--- src/hub_link_regs_pkg.sv ---
package hub_link_regs_pkg;

  // ****************************************
  // Register map
  // ****************************************
  localparam logic [11:0] VC1_STATUS_OFS   = 12'h026;
  localparam logic [11:0] VC1_STATUS_DWORD = 12'h024;
  localparam logic [11:0] LINK_CAP_OFS     = 12'h084;
  localparam int          VC1_STATUS_LANE  = 2;

  // ****************************************
  // Field layouts and defaults
  // ****************************************
  localparam logic [15:0] VC1_STATUS_RESET = 16'h0002;
  localparam int          PENDING_BIT      = 1;
  localparam logic [31:0] LINK_CAP_RESET   = 32'h0001_2c41;
  localparam int          LATENCY_LSB      = 15;
  localparam int          LATENCY_MSB      = 17;
  localparam logic [2:0]  LATENCY_RESET    = 3'h2;
  localparam logic [2:0]  LATENCY_UNDER_1US = 3'h0;
  localparam logic [2:0]  LATENCY_OVER_64US = 3'h7;
  localparam logic [2:0]  CAP_RSVD_14_12   = 3'h2;
  localparam logic [1:0]  PM_SUPPORT_CODE  = 2'h3;
  localparam logic [5:0]  MAX_LANES        = 6'h04;
  localparam logic [3:0]  MAX_SPEED_2G5    = 4'h1;

  // ****************************************
  // Carriers
  // ****************************************
  typedef struct packed {
    logic        valid;
    logic        write;
    logic [11:0] addr;
    logic [3:0]  byte_en;
    logic [31:0] wdata;
  } reg_req_t;

  typedef struct packed {
    logic        ack;
    logic [31:0] rdata;
  } reg_rsp_t;

  typedef struct packed {
    logic dl_down;
    logic fc_init2_exit;
    logic chan1_enable;
  } link_state_t;

endpackage : hub_link_regs_pkg

--- src/hub_link_vc1_status_and_caps.sv ---
`timescale 1ns/10ps
`default_nettype none

// Overview of operation
// - Pending bit reads 1 while channel one initialises or disables, else 0.
// - Pending sets on reset, on channel one disabled, or on link down.
// - Pending clears only when flow-control init stage two exits for channel.
// - Exit latency field bits 17:15, default 010b, locks after first write.
// - Latency codes are doubling ranges, 000 under 1 us, 111 over 64 us.
// - Bits 11:10 read fixed 11b, L1 entry supported.
// - Bits 9:4 read fixed maximum lane count 04h.
// - Bits 3:0 read fixed speed code 1h, 2.5 Gb/s.
// - Channel active the cycle after pending reads clear and enable bit reads 1.
module hub_link_vc1_status_and_caps (
  // Clock and reset
  input  wire logic                           core_clk,
  input  wire logic                           rstn,
  // Register access in the base region
  input  wire hub_link_regs_pkg::reg_req_t    reg_req,
  output var  hub_link_regs_pkg::reg_rsp_t    reg_rsp,
  // Link and channel state from the training logic
  input  wire hub_link_regs_pkg::link_state_t link_state,
  // Status towards the rest of the hub
  output logic                                chan1_negotiation_pending,
  output logic [2:0]                          l1_exit_latency,
  output logic                                chan1_active
);

  // ****************************************
  // Decode
  // ****************************************
  function automatic logic hits(input logic [11:0] addr,
                                input logic [11:0] ofs);
    hits = (addr[11:2] == ofs[11:2]);
  endfunction : hits

  logic       latency_locked;
  logic       wr_cap;
  logic       lane1_wr;
  logic       lane2_wr;
  logic [2:0] next_latency;
  logic       fc_done;

  assign wr_cap   = reg_req.valid && reg_req.write
                    && hits(reg_req.addr, hub_link_regs_pkg::LINK_CAP_OFS);
  assign lane1_wr = wr_cap && reg_req.byte_en[1];
  assign lane2_wr = wr_cap && reg_req.byte_en[2];
  assign fc_done  = link_state.fc_init2_exit && link_state.chan1_enable
                    && !link_state.dl_down;

  // ****************************************
  // Negotiation pending
  // ****************************************
  // Set terms win over the clear so a link drop is never lost
  always_ff @(posedge core_clk) begin
    if (!rstn) begin
      chan1_negotiation_pending <= 1'b1;
    end else if (link_state.dl_down || !link_state.chan1_enable) begin
      chan1_negotiation_pending <= 1'b1;
    end else if (fc_done) begin
      chan1_negotiation_pending <= 1'b0;
    end
  end

  // Enable alone is not enough while negotiation is still running
  always_ff @(posedge core_clk) begin
    if (!rstn) begin
      chan1_active <= 1'b0;
    end else begin
      chan1_active <= !chan1_negotiation_pending
                      && link_state.chan1_enable;
    end
  end

  // ****************************************
  // Exit latency, write once
  // ****************************************
  // A split write updates its lane only and still locks the field
  always_comb begin
    next_latency = l1_exit_latency;
    if (lane1_wr) begin
      next_latency[0] = reg_req.wdata[hub_link_regs_pkg::LATENCY_LSB];
    end
    if (lane2_wr) begin
      next_latency[2:1] = reg_req.wdata[hub_link_regs_pkg::LATENCY_MSB -: 2];
    end
  end

  always_ff @(posedge core_clk) begin
    if (!rstn) begin
      l1_exit_latency <= hub_link_regs_pkg::LATENCY_RESET;
      latency_locked  <= 1'b0;
    end else if (!latency_locked && (lane1_wr || lane2_wr)) begin
      l1_exit_latency <= next_latency;
      latency_locked  <= 1'b1;
    end
  end

  // ****************************************
  // Read path
  // ****************************************
  function automatic logic [31:0] cap_word(input logic [2:0] lat);
    cap_word = {14'h0000, lat, hub_link_regs_pkg::CAP_RSVD_14_12,
                hub_link_regs_pkg::PM_SUPPORT_CODE,
                hub_link_regs_pkg::MAX_LANES,
                hub_link_regs_pkg::MAX_SPEED_2G5};
  endfunction : cap_word

  // Every request gets an ack next cycle; unmapped reads return zero
  always_ff @(posedge core_clk) begin
    if (!rstn) begin
      reg_rsp <= '0;
    end else begin
      reg_rsp.ack   <= reg_req.valid;
      reg_rsp.rdata <= 32'h0000_0000;
      if (reg_req.valid && !reg_req.write) begin
        if (hits(reg_req.addr, hub_link_regs_pkg::VC1_STATUS_DWORD)) begin
          reg_rsp.rdata[31:16] <= {14'h0000, chan1_negotiation_pending,
                                   1'b0};
        end else if (hits(reg_req.addr,
                          hub_link_regs_pkg::LINK_CAP_OFS)) begin
          reg_rsp.rdata <= cap_word(l1_exit_latency);
        end
      end
    end
  end
endmodule : hub_link_vc1_status_and_caps

`default_nettype wire

--- config.mk ---
export PLATFORM = sky130hd
export DESIGN_NAME = hub_link_vc1_status_and_caps
export DESIGN_NICKNAME = d
export VERILOG_FILES = /design/src/hub_link_regs_pkg.sv /design/src/hub_link_vc1_status_and_caps.sv
export SDC_FILE = /design/constraint.sdc
export NUM_CORES = 1
export LEC_CHECK = 0
export BUFFER_PORTS_ARGS = -buffer_cell sky130_fd_sc_hd__buf_2
export CELL_PAD_IN_SITES_DETAIL_PLACEMENT = 1
export CELL_PAD_IN_SITES_GLOBAL_PLACEMENT = 1
export CORE_ASPECT_RATIO = 1.2
export CORE_MARGIN = 2
export CORE_UTILIZATION = 19
export DETAILED_ROUTE_END_ITERATION = 8
export PLACE_DENSITY_LB_ADDON = 0.1
export RECOVER_POWER = 100
export SKIP_LAST_GASP = 1
export SYNTH_ARGS = -nofsm -noshare
export SYNTH_HDL_FRONTEND = slang
export SYNTH_SLANG_ARGS = --single-unit
--- constraint.sdc ---
create_clock -name core_clk -period 1.7 [get_ports core_clk]
set_clock_uncertainty 0.15 [all_clocks]
set_input_delay 0.17 -clock core_clk [delete_from_list [all_inputs] [get_ports core_clk]]
set_output_delay 0.17 -clock core_clk [all_outputs]
set_load 0.01 [all_outputs]
Yosys cells after proc, flatten, opt, wreduce, memory -nomap -nowiden
Cells that the tools add are included.
{ "totals": {"reg_bits": 39, "input_bits": 55} }
{ "op_classes": {"eq_ne": 2, "n_mux": 2, "n_bitwise": 3, "reduce_logical": 22} }
{ "ops": {"columns": ["op", "count"], "rows": [
  ["$mux W18", 1],
  ["$eq A10 B4 Y1 const B", 1],
  ["$eq A10 B6 Y1 const B", 1],
  ["$logic_and A1 B1 Y1", 9],
  ["$reduce_and A2 Y1", 3],
  ["$logic_not A1 Y1", 5],
  ["$reduce_or A4 Y1", 1],
  ["$not A1 Y1", 3],
  ["$reduce_or A3 Y1", 1],
  ["$logic_or A1 B1 Y1", 2],
  ["$mux W2", 1],
  ["$reduce_or A2 Y1", 1]
]} }

Depth between registers and ports, before layout
Gate-level depths: netlist (run 1).
{ "logic_depth": {"ltp_word": 6, "ltp_mapped": 4, "ltp_nobuf": 3} }

Least setup slack after synthesis (run 1)
Ideal clock, no wire load.
{ "synth_timing": {"path_type": "input port to flip-flop", "start": "input port reg_req[44] (netlist bit)", "end": "register l1_exit_latency[1]", "arrival_ps": 1274, "slack_ps": 204, "path_stages": 3, "n_path_buf": 0, "path_cell_list": "or4_4 nor4_4 mux2i_1"} }
{ "synth_between": {"elab_chain_len": 6, "elab_cells_between_ends": 7, "classes_between": "eq/ne (1); reduce/logical (6)"} }
{ "synth_rtl": {"columns": ["item", "line", "source"], "rows": [
  ["start: declaration", "hub_link_vc1_status_and_caps.sv:19", "input wire hub_link_regs_pkg::reg_req_t reg_req,"],
  ["$eq A10 B6 Y1 *", "hub_link_vc1_status_and_caps.sv:34", "hits = (addr[11:2] == ofs[11:2]);"],
  ["$logic_and A1 B1 Y1 *", "hub_link_vc1_status_and_caps.sv:45", "&& hits(reg_req.addr, hub_link_regs_pkg::LINK_CAP_OFS);"],
  ["$logic_and A1 B1 Y1, on equally long branches", "hub_link_vc1_status_and_caps.sv:46, hub_link_vc1_status_and_caps.sv:47", null],
  ["$logic_or A1 B1 Y1", "hub_link_vc1_status_and_caps.sv:93", "end else if (!latency_locked && (lane1_wr || lane2_wr)) begin"],
  ["$logic_and A1 B1 Y1", "hub_link_vc1_status_and_caps.sv:93", null],
  ["$reduce_and A2 Y1 (no source line) *", null, null],
  ["end signal: assignment", "hub_link_vc1_status_and_caps.sv:91", "l1_exit_latency <= hub_link_regs_pkg::LATENCY_RESET;"],
  ["end signal: assignment", "hub_link_vc1_status_and_caps.sv:94", "l1_exit_latency <= next_latency;"],
  ["end: declaration", "hub_link_vc1_status_and_caps.sv:25", "output logic [2:0] l1_exit_latency,"]
]} }
Every way passes the cells marked *; elsewhere a longest branch is shown, timed or not.
A chain may end at the register's enable or synchronous reset.

Worst setup path after layout (run 1)
{ "layout_timing": {"start": "input port reg_req[44] (netlist bit)", "end": "register l1_exit_latency[0]"} }
The elaborated chain is that of the path after synthesis.

==> PnR_summary.wiki, run 1 <==
{| class="wikitable"
! Metric !! Value
|-
| Capture point of the worst reg-to-reg path || chan1_negotiation_pending
|-
| Top-Level Pins || 93
|-
| Syn avg cell area || 9.418 sq um
|-
| Crit path max-delay cell type || or4_4
|-
| Clock group share of total power || between 40% and 50%
|-
| TritonCTS clock tree || built
|-
| Register-to-register setup slack || 400 ps
|-
| Type of the tightest min-delay check || in2reg
|-
| Combinational fraction of design power || 13.3%
|-
| Synth Register Bits || 11
|-
| Cell count after placement || 142
|-
| Initial standard-cell utilization of the core || around 20%
|-
| Nets || 165
|-
| Core region area || 3573 sq um
|-
| Arrival time of data at the critical path endpoint || 1510 ps
|-
| Power Density || 721.1 nW/um^2
|-
| Cell row count || 24
|-
| Via/cell ratio || around 3.6
|-
| Leftover overflow at the end of global routing || 0
|-
| IR drop worst, VDD || 327.3 uV
|-
| Post-detailed-route count of antenna-violating nets || 0
|-
| Via count of the first global-routing pass || 461
|-
| MaxCap Viol Count || 0
|-
| Chip height || between 70 and 80 um
|-
| Register clock-pin slew on the reported worst setup and hold paths || 50 ps
|-
| Routed vias || 536
|-
| Worst setup path startpoint || reg_req[44]
|-
| Required time at the endpoint of the critical path || between 1500 and 2000 ps
|-
| Overall die width || roughly 60 um
|-
| First DRT Iteration DRCs || 1
|-
| Overall track demand over capacity in global routing || 7.256%
|-
| Final wirelength || 1.513 mm
|-
| Count of input and output buffers || 35
|-
| Diode insertion count for antenna repair || 0
|-
| Peak Freq || approximately 0.67 GHz
|-
| Fraction of layout instances using a drive strength above 1 || 24.77%
|-
| Unrepaired setup endpoints after global routing || no
|-
| Run status || complete, no violations
|-
| Routability cong. || 0.7059
|-
| Post-cts repair resize count || 0
|-
| Critical Path Sink Type || flop
|-
| DP HPWL || 1.266 mm
|-
| Final routed DRC violation total || 0
|-
| Synth top area share || 31.60%
|-
| First-pass GRT wire length || 2.221 mm
|-
| Area delta synth->final || 18.31%
|-
| Switching part of the total power || 23.70%
|-
| Post-route setup slack || between 200 and 250 ps
|-
| Mean routed wirelength per cell || 10.22 um
|-
| Inserted Clock Buffers || 3
|-
| First-pass iteration count of the detailed router || 2
|-
| Dominant combinational cell family by area after synthesis || buffers and inverters
|-
| Logic depth of the worst register-to-register path || 3
|-
| Final Max Slew Viols || 0
|-
| Setup-violating endpoint count in the final report || 0
|-
| Number of unique standard cell types used by synthesis || 21
|-
| Warning count from the yosys run || 0
|-
| Final cycle utilization of the critical path || 87.89%
|-
| Number of hold-slack violations in the final timing report || 0
|-
| FF-to-FF Start || chan1_negotiation_pending
|-
| Reg power frac || 44.0%
|-
| Clock latency on the worst-skew pair || 230 ps
|-
| Number of sinks handled by clock tree synthesis || 11
|-
| Leading post-synthesis cells by cell area || dfxtp_1 32%, buf_4 30%, nor4_4 6.1%
|-
| Post-synthesis share of cell area spent on xor and xnor gates || 0%
|-
| Largest area contributor in the netlist || dfxtp_1
|-
| Share of the synthesized area in compound gates (AO/OA/AOI/OAI) || 3.052%
|-
| Maximum level of the CTS H-tree || 1
|-
| Antenna violations before repair || 0
|-
| Time the worst path needs with I/O delays and setup || 1494 ps
|-
| Synthesized-area fraction occupied by adder cells || 0%
|-
| Cells after synthesis || 74
|-
| Static power due to leakage || 0.3619 nW
|-
| Internal Pwr Total || 0.4536 mW
|-
| Startpoint Class || input pin
|-
| Overall power after layout || 0.5946 mW
|-
| Sequential area share after synthesis || 31.60%
|-
| CP Class || in2reg
|-
| Multiplexer fraction of the synthesized cell area || 4.309%
|-
| Largest net degree at the start of global routing || 11
|-
| Switching component of the power || 0.1409 mW
|-
| Maximum clock insertion buffer count || 2
|-
| Max stage delay on crit path || 580 ps
|-
| Clock tree root buffer cell || clkbuf_8
|-
| Post-synth EDFFs || 0
|-
| Crit path capture || l1_exit_latency[0]
|-
| Most numerous cell types in the synthesized netlist || 28 x buf_4, 11 x dfxtp_1, 5 x nand2_1
|-
| Critical-path maximum fanout || 5
|-
| Netlist area before placement || 696.9 sq um
|-
| Die Area || 4170 sq um
|-
| Placement Setup Slack || 24.01 ps
|-
| Setup Fix Bufs, Post-CTS || 0
|-
| Post-synth top flop || dfxtp_1
|-
| Share of flip-flops with an asynchronous set or reset || 0%
|-
| Final cell count without fillers || approximately 150
|-
| Total Neg Setup Slack || 0 ps
|-
| Cell chain of the critical path || buf_2, or4_4, nor4_1, mux2i_1
|-
| Simple-gate portion of the synthesized area || 29.26%
|-
| Cell with the most instances after synthesis || buf_4
|}
routing by layer:
metal | GRT usage [%] | vias up | wire (um)
met5 | 0 | - | 0
met4 | 3.030 | 0 | 24
met3 | 3.889 | 2 | 170
met2 | 11.60 | 31 | 769
met1 | 7.753 | 237 | 549
li1 | - | 266 | -
layout make-up:
cell class              count  area, sq um
clock buffers               4        45.04
repair buffers             37        176.4
multi-input cells          56        330.3
fillers                   449         2749
flip-flops and latches     11        220.2
well taps                  39        48.80
inverters                   1        3.754
what timing repair did:
action,in CTS,in global routing
hold buffers,2,0
endpoints found under the hold margin,1,0
endpoints found under the setup margin,0,0
cell usage in the layout, fill, tap and decap left out, types with 2 or more instances in the layout:
cell,instances
conb_1,24
nor4_1,2
nand3b_1,3
nand2_1,5
and2_1,3
clkbuf_8,3
dlygate4sd3_1,2
nand4b_1,3
buf_2,20
nor2_1,3
dfxtp_1,11
clkbuf_1,16
nor2b_1,2
mux2i_1,3
power by group through the flow:
stage          clock [mW]  combinational, mW  sequential (mW)
2_1_floorplan           0             0.0851            0.268
3_3_place_gp            0             0.0779            0.267
3_5_place_dp            0             0.0789            0.267
4_1_cts             0.268             0.0818            0.261
5_1_grt             0.283             0.0878            0.261
6_report            0.254             0.0791            0.262
state kept, by name, indices dropped and copies added, names as in the netlist:
| register | cells |
|---|---|
| latency_locked | 1 |
| reg_rsp | 5 |
| chan1_active | 1 |
| l1_exit_latency | 3 |
| chan1_negotiation_pending | 1 |
worst max-delay path: cells and delay by family:
kind	cells	cell delay, ps
buf+inv	1	100
mux	1	220
simple gates	2	1020
stage by stage:
step / instance area [sq um] / hold WS, ps / util [%]
floorplan: 783.3 / 120.4 / -
global placement: 793.3 / 210.2 / 22.20
detailed placement: 793.3 / 215.6 / 22.20
CTS: 858.3 / 30.75 / 24.02
global route: 824.5 / 47.12 / 23.07
finish: 824.5 / 34.15 / 23.07
logic make-up (layout without fill, tap and decap cells):
| group | after synthesis | count (layout) |
|---|---|---|
| multiplexers | 3 | 3 |
| buffers and inverters | 30 | 42 |
| AND/OR/NAND/NOR | 26 | 26 |
| flip-flops | 11 | 11 |
| AO/OA/AOI/OAI | 3 | 3 |
| other | 1 | 24 |
worst min path at each step:
stage / slack, ps / startpoint / end / cells past startpoint
after floorplan: 120 / link_state[1] / chan1_negotiation_pending / 1
after global placement: 210 / link_state[1] / chan1_negotiation_pending / 2
after detailed placement: 220 / link_state[1] / chan1_negotiation_pending / 2
after CTS: 30 / reg_req[15] / l1_exit_latency[0] / 3
after global routing: 50 / reg_req[17] / l1_exit_latency[2] / 3
final: 30 / reg_req[15] / l1_exit_latency[0] / 3
(Power assumes the default switching activity.)
==> inputs of run 2 (changes only) <==
- MAX_ROUTING_LAYER: default -> met4
==> run 2 against run 1 <==
Effect of this change:
- non-clock buffer count is the same
- global-route usage grew 0.19 points
- sequential power is essentially flat
- die area is the same
- register-to-register slack is essentially flat
- final cell count is the same
- setup slack is essentially flat
- highest routed layer unchanged
- design area is the same
- flip-flop and latch count is the same
- critical path depth is the same
==> PnR_summary.wiki, run 2 (same netlist as run 1, synthesis figures left out) <==
{| class="wikitable"
! Metric !! Value
|-
| Clock tree root buffer cell || clkbuf_8
|-
| Largest Register || reg_rsp
|-
| Fraction of layout instances using a drive strength above 1 || 24.77%
|-
| Clock latency on the worst-skew pair || 230 ps
|-
| Most frequent cells in the layout || 24 x conb_1, 20 x buf_2, 16 x clkbuf_1
|-
| Unrepaired setup endpoints after global routing || no
|-
| First-pass GRT wire length || 2.214 mm
|-
| Number of hold-slack violations in the final timing report || 0
|-
| First DRT Iteration DRCs || 3
|-
| Mean routed wirelength per cell || roughly 10 um
|-
| Number of sinks handled by clock tree synthesis || 11
|-
| Overall die width || 59.29 um
|-
| Via count of the first global-routing pass || 462
|-
| Final cycle utilization of the critical path || 87.89%
|-
| Register clock-pin slew on the reported worst setup and hold paths || 50 ps
|-
| Initial standard-cell utilization of the core || 19.50%
|-
| Final wirelength || 1.511 mm
|-
| Cell row count || 24
|-
| Fillcell total || 449
|-
| Maximum level of the CTS H-tree || 1
|-
| Type of the tightest min-delay check || in2reg
|-
| Maximum clock insertion buffer count || 2
|-
| Total placed instance area || about 790 sq um
|-
| Post-route worst hold slack || 34.16 ps
|-
| Critical-path maximum fanout || 5
|-
| Critical Path Sink Type || flop
|-
| Area delta synth->final || 18.31%
|-
| Required time at the endpoint of the critical path || 1710 ps
|-
| Chip height || 70.35 um
|-
| Inserted Clock Buffers || 3
|-
| Max reg flops || 5
|-
| Largest net degree at the start of global routing || 11
|-
| Final Max Slew Viols || 0
|-
| MaxCap Viol Count || 0
|-
| Top-Level Pins || 93
|-
| Peak Freq || 0.6693 GHz
|-
| Most frequent standard cell in the layout excluding fill and tap cells || conb_1
|-
| Arrival time of data at the critical path endpoint || 1510 ps
|-
| Leftover overflow at the end of global routing || 0
|-
| Routed vias || around 540
|-
| Antenna violations before repair || 0
|-
| CP Class || in2reg
|-
| Diode insertion count for antenna repair || 0
|-
| Via/cell ratio || 3.635
|-
| Power Density || 721.0 nW/um^2
|-
| Biggest regs || reg_rsp: 5 flops, l1_exit_latency: 3 flops
|-
| Static power due to leakage || 0.3619 nW
|-
| Final routed DRC violation total || 0
|-
| Core region area || 3573 sq um
|-
| Post-route cell area || 824.5 sq um
|-
| Nets || 165
|-
| Post-detailed-route count of antenna-violating nets || 0
|-
| Post-Route Utilization || 23.07%
|-
| Time the worst path needs with I/O delays and setup || 1494 ps
|-
| Setup Fix Bufs, Post-CTS || 0
|-
| Count of input and output buffers || 35
|-
| Run status || complete, no violations
|-
| Total Neg Setup Slack || 0 ps
|-
| DP HPWL || ~1.3 mm
|-
| TritonCTS clock tree || built
|-
| Routability cong. || 0.7137
|-
| Startpoint Class || input pin
|-
| Setup-violating endpoint count in the final report || 0
|-
| IR drop worst, VDD || roughly 330 uV
|-
| First-pass iteration count of the detailed router || 2
|-
| Die Area || 4170 sq um
|-
| Overall track demand over capacity in global routing || 7.448%
|-
| Overall power after layout || 0.5945 mW
|}
[run 2: cell counts in the layout (fill, tap and decap cells not counted)]
Identical to the previous run, type by type.
[run 2: timing repair]
action                     CTS  global route
hold endpoints to repair     1             0
resized for setup            0             0
hold buffers                 2             0
setup endpoints to repair    0             0
[run 2: report_power, final]
part	internal, mW	leakage [nW]	switching [mW]
clock	0.164	0.0228	0.0899
sequential	0.261	0.0890	0.000989
combinational	0.0290	0.250	0.0500
total	0.454	0.362	0.141
[run 2: final cells by class]
cell class / count / area [sq um] / area share (%)
Timing Repair Buffer: 37 / 176.4 / 21.40
Sequential cell: 11 / 220.2 / 26.71
Multi-Input combinational cell: 56 / 330.3 / 40.06
Inverter: 1 / 3.754 / 0.4552
Clock buffer: 4 / 45.04 / 5.463
Tap cell: 39 / 48.80 / 5.918
[run 2: routing by layer]
metal	GRT usage [%]	vias up	part of all wire, %
li1	-	266	-
met1	8.090	239	38
met2	11.60	31	51
met3	3.333	2	9.7
met4	3.030	0	1.6
met5	-	-	0
[run 2: worst paths after layout]
kind / from / endpoint / slack [ps] / cells past startpoint
worst min register to register: l1_exit_latency[0] / l1_exit_latency[0] / 320 / 2
worst min-delay path: reg_req[15] / l1_exit_latency[0] / 30 / 3
worst max register to register: chan1_negotiation_pending / chan1_negotiation_pending / 390 / 3
worst max-delay path: reg_req[44] / l1_exit_latency[0] / 210 / 4
[run 2: metrics by stage]
step | cells | worst slack [ps]
after global routing | 148 | 124.6
final | 148 | 205.9
after CTS | 148 | 253.6
after global placement | 142 | 24.00
after floorplan | 97 | 204.0
after detailed placement | 142 | 24.01
[run 2: critical path: stages]
cell,delay (ps)
buf_2,100
or4_4,580
nor4_1,440
mux2i_1,220
==> inputs of run 3 (changes only) <==
- CORE_MARGIN: 2 -> 10
==> run 3 against run 2 <==
Effect of this change:
- die area is 56% higher
- final cell count unchanged
- count of clock-buffer cells in the layout stayed put
- combinational power about the same
- non-clock buffer count unchanged
- sequential power hardly changed
- maximum frequency fell by 0.94%
- design area down 1.8%
- global-route usage fell by 1.1 points
- wire length increased by 35%
- core utilization down 0.42 points
- flip-flop and latch count did not move
==> PnR_summary.wiki, run 3 (same netlist as run 1, synthesis figures left out) <==
{| class="wikitable"
! Metric !! Value
|-
| Run status || complete, no violations
|-
| Static power due to leakage || roughly 0.35 nW
|-
| Largest Register || reg_rsp
|-
| Maximum clock insertion buffer count || 2
|-
| Final wirelength || around 2.0 mm
|-
| Arrival time of data at the critical path endpoint || 1540 ps
|-
| Startpoint Class || input pin
|-
| CP Class || in2reg
|-
| Leftover overflow at the end of global routing || 0
|-
| TritonCTS clock tree || built
|-
| Unrepaired setup endpoints after global routing || no
|-
| Number of hold-slack violations in the final timing report || 0
|-
| Overall track demand over capacity in global routing || 6.363%
|-
| Clock tree root buffer cell || clkbuf_8
|-
| FF-to-FF Start || chan1_negotiation_pending
|-
| Post-detailed-route count of antenna-violating nets || 0
|-
| Number of sinks handled by clock tree synthesis || 11
|-
| Nets || 165
|-
| Register-to-register setup slack || 390 ps
|-
| Critical Path Sink Type || flop
|-
| Launch point of the worst hold path || link_state[0]
|-
| Final Max Slew Viols || 0
|-
| IR drop worst, VDD || roughly 180 uV
|-
| Fraction of layout instances using a drive strength above 1 || between 20% and 30%
|-
| Via/cell ratio || 3.689
|-
| DP HPWL || ~1.7 mm
|-
| Max reg flops || 5
|-
| MaxCap Viol Count || 0
|-
| Post-cts repair resize count || 0
|-
| Most frequent cells in the layout || 24 x conb_1, 20 x buf_2, 16 x clkbuf_1
|-
| Total Neg Setup Slack || 0 ps
|-
| Required time at the endpoint of the critical path || 1730 ps
|-
| Maximum level of the CTS H-tree || 1
|-
| First-pass iteration count of the detailed router || 2
|-
| Time the worst path needs with I/O delays and setup || 1508 ps
|-
| Type of the tightest min-delay check || in2reg
|-
| First-pass GRT wire length || 3.036 mm
|-
| Biggest regs || reg_rsp: 5 flops, l1_exit_latency: 3 flops
|-
| End of the worst hold path || chan1_active
|-
| Pin slew with the least headroom to its limit || 494.5 ps
|-
| Final cycle utilization of the critical path || between 80 and 90%
|-
| Routability cong. || 0.7127
|-
| Routed vias || ~550
|-
| Largest net degree at the start of global routing || 11
|-
| Antenna violations before repair || 0
|-
| First DRT Iteration DRCs || 17
|-
| Post-route setup slack || ~190 ps
|-
| Critical-path maximum fanout || 5
|-
| Capture point of the worst reg-to-reg path || chan1_negotiation_pending
|-
| Most frequent standard cell in the layout excluding fill and tap cells || conb_1
|-
| Initial standard-cell utilization of the core || approximately a fifth
|-
| Clock latency on the worst-skew pair || 240 ps
|-
| Max-Slew Margin vs Limit || 66.73%
|-
| Power Density || between 700 and 800 nW/um^2
|-
| Chip height || 86.35 um
|-
| Count of input and output buffers || 35
|-
| Final routed DRC violation total || 0
|-
| Top-Level Pins || slightly above 90
|-
| Core region area || 3573 sq um
|-
| Logic depth of the worst register-to-register path || 3
|-
| Die Area || 6500 sq um
|-
| Mean routed wirelength per cell || 13.78 um
|-
| Placement Setup Slack || 22.97 ps
|-
| Peak Freq || 0.6630 GHz
|-
| Setup-violating endpoint count in the final report || 0
|-
| Overall die width || 75.29 um
|-
| Area delta synth->final || 16.16%
|-
| Via count of the first global-routing pass || between 600 and 700
|-
| Cell row count || 24
|-
| Inserted Clock Buffers || 3
|-
| Cell depth of the worst hold path || 3
|-
| Diode insertion count for antenna repair || 0
|-
| Register clock-pin slew on the reported worst setup and hold paths || ~50 ps
|}
run 3: cell type report:
class,count,area (sq um)
Clock buffer,4,45.04
Fill cell,450,2764
Inverter,1,3.754
Multi-Input combinational cell,56,315.3
Sequential cell,11,220.2
Tap cell,39,48.80
Timing Repair Buffer,37,176.4
run 3: how the worst max path moves through the flow:
stage | to | start | depth (start not counted)
after global routing | l1_exit_latency[0] | reg_req[44] | 4
after CTS | l1_exit_latency[1] | reg_req[44] | 4
after detailed placement | l1_exit_latency[2] | reg_req[44] | 4
after floorplan | l1_exit_latency[1] | reg_req[44] | 3
after global placement | l1_exit_latency[2] | reg_req[44] | 4
final | reg_rsp[16] | reg_req[44] | 4
run 3: layer usage:
layer / wire length [um] / vias up / global-route usage [%]
li1: - / 270 / -
met1: 756 / 241 / 5.925
met2: 1041 / 31 / 10.84
met3: 206 / 4 / 2.403
met4: 34 / 0 / 3.553
met5: 0 / - / -
run 3: repair_timing:
item / CTS / global route
hold buffers: 2 / 0
hold endpoints to repair: 1 / 0
setup buffers: 0 / 0
run 3: per-stage QoR:
step / hold slack (ps) / instance area [sq um] / utilization [%] / total power [mW] / std cells
final: 22.36 / 809.5 / 22.65 / 0.6098 / 148
after global routing: 43.38 / 809.5 / 22.65 / 0.6494 / 148
after CTS: 20.68 / 858.3 / 24.02 / 0.6262 / 148
after detailed placement: 211.5 / 793.3 / 22.20 / 0.3453 / 142
after global placement: 212.7 / 793.3 / 22.20 / 0.3448 / 142
after floorplan: 120.4 / 783.3 / - / 0.3529 / 97
run 3: critical path: stages:
cell,delay [ps]
buf_2,90
or4_4,570
nor4_1,500
and2_0,200
run 3: power by group:
part	leakage [nW]	switching, mW	internal [mW]	total, mW
registers	0.0890	0.00101	0.260	0.261
logic	0.238	0.0500	0.0288	0.0788
clock network	0.0228	0.105	0.165	0.270
total	0.350	0.155	0.454	0.610
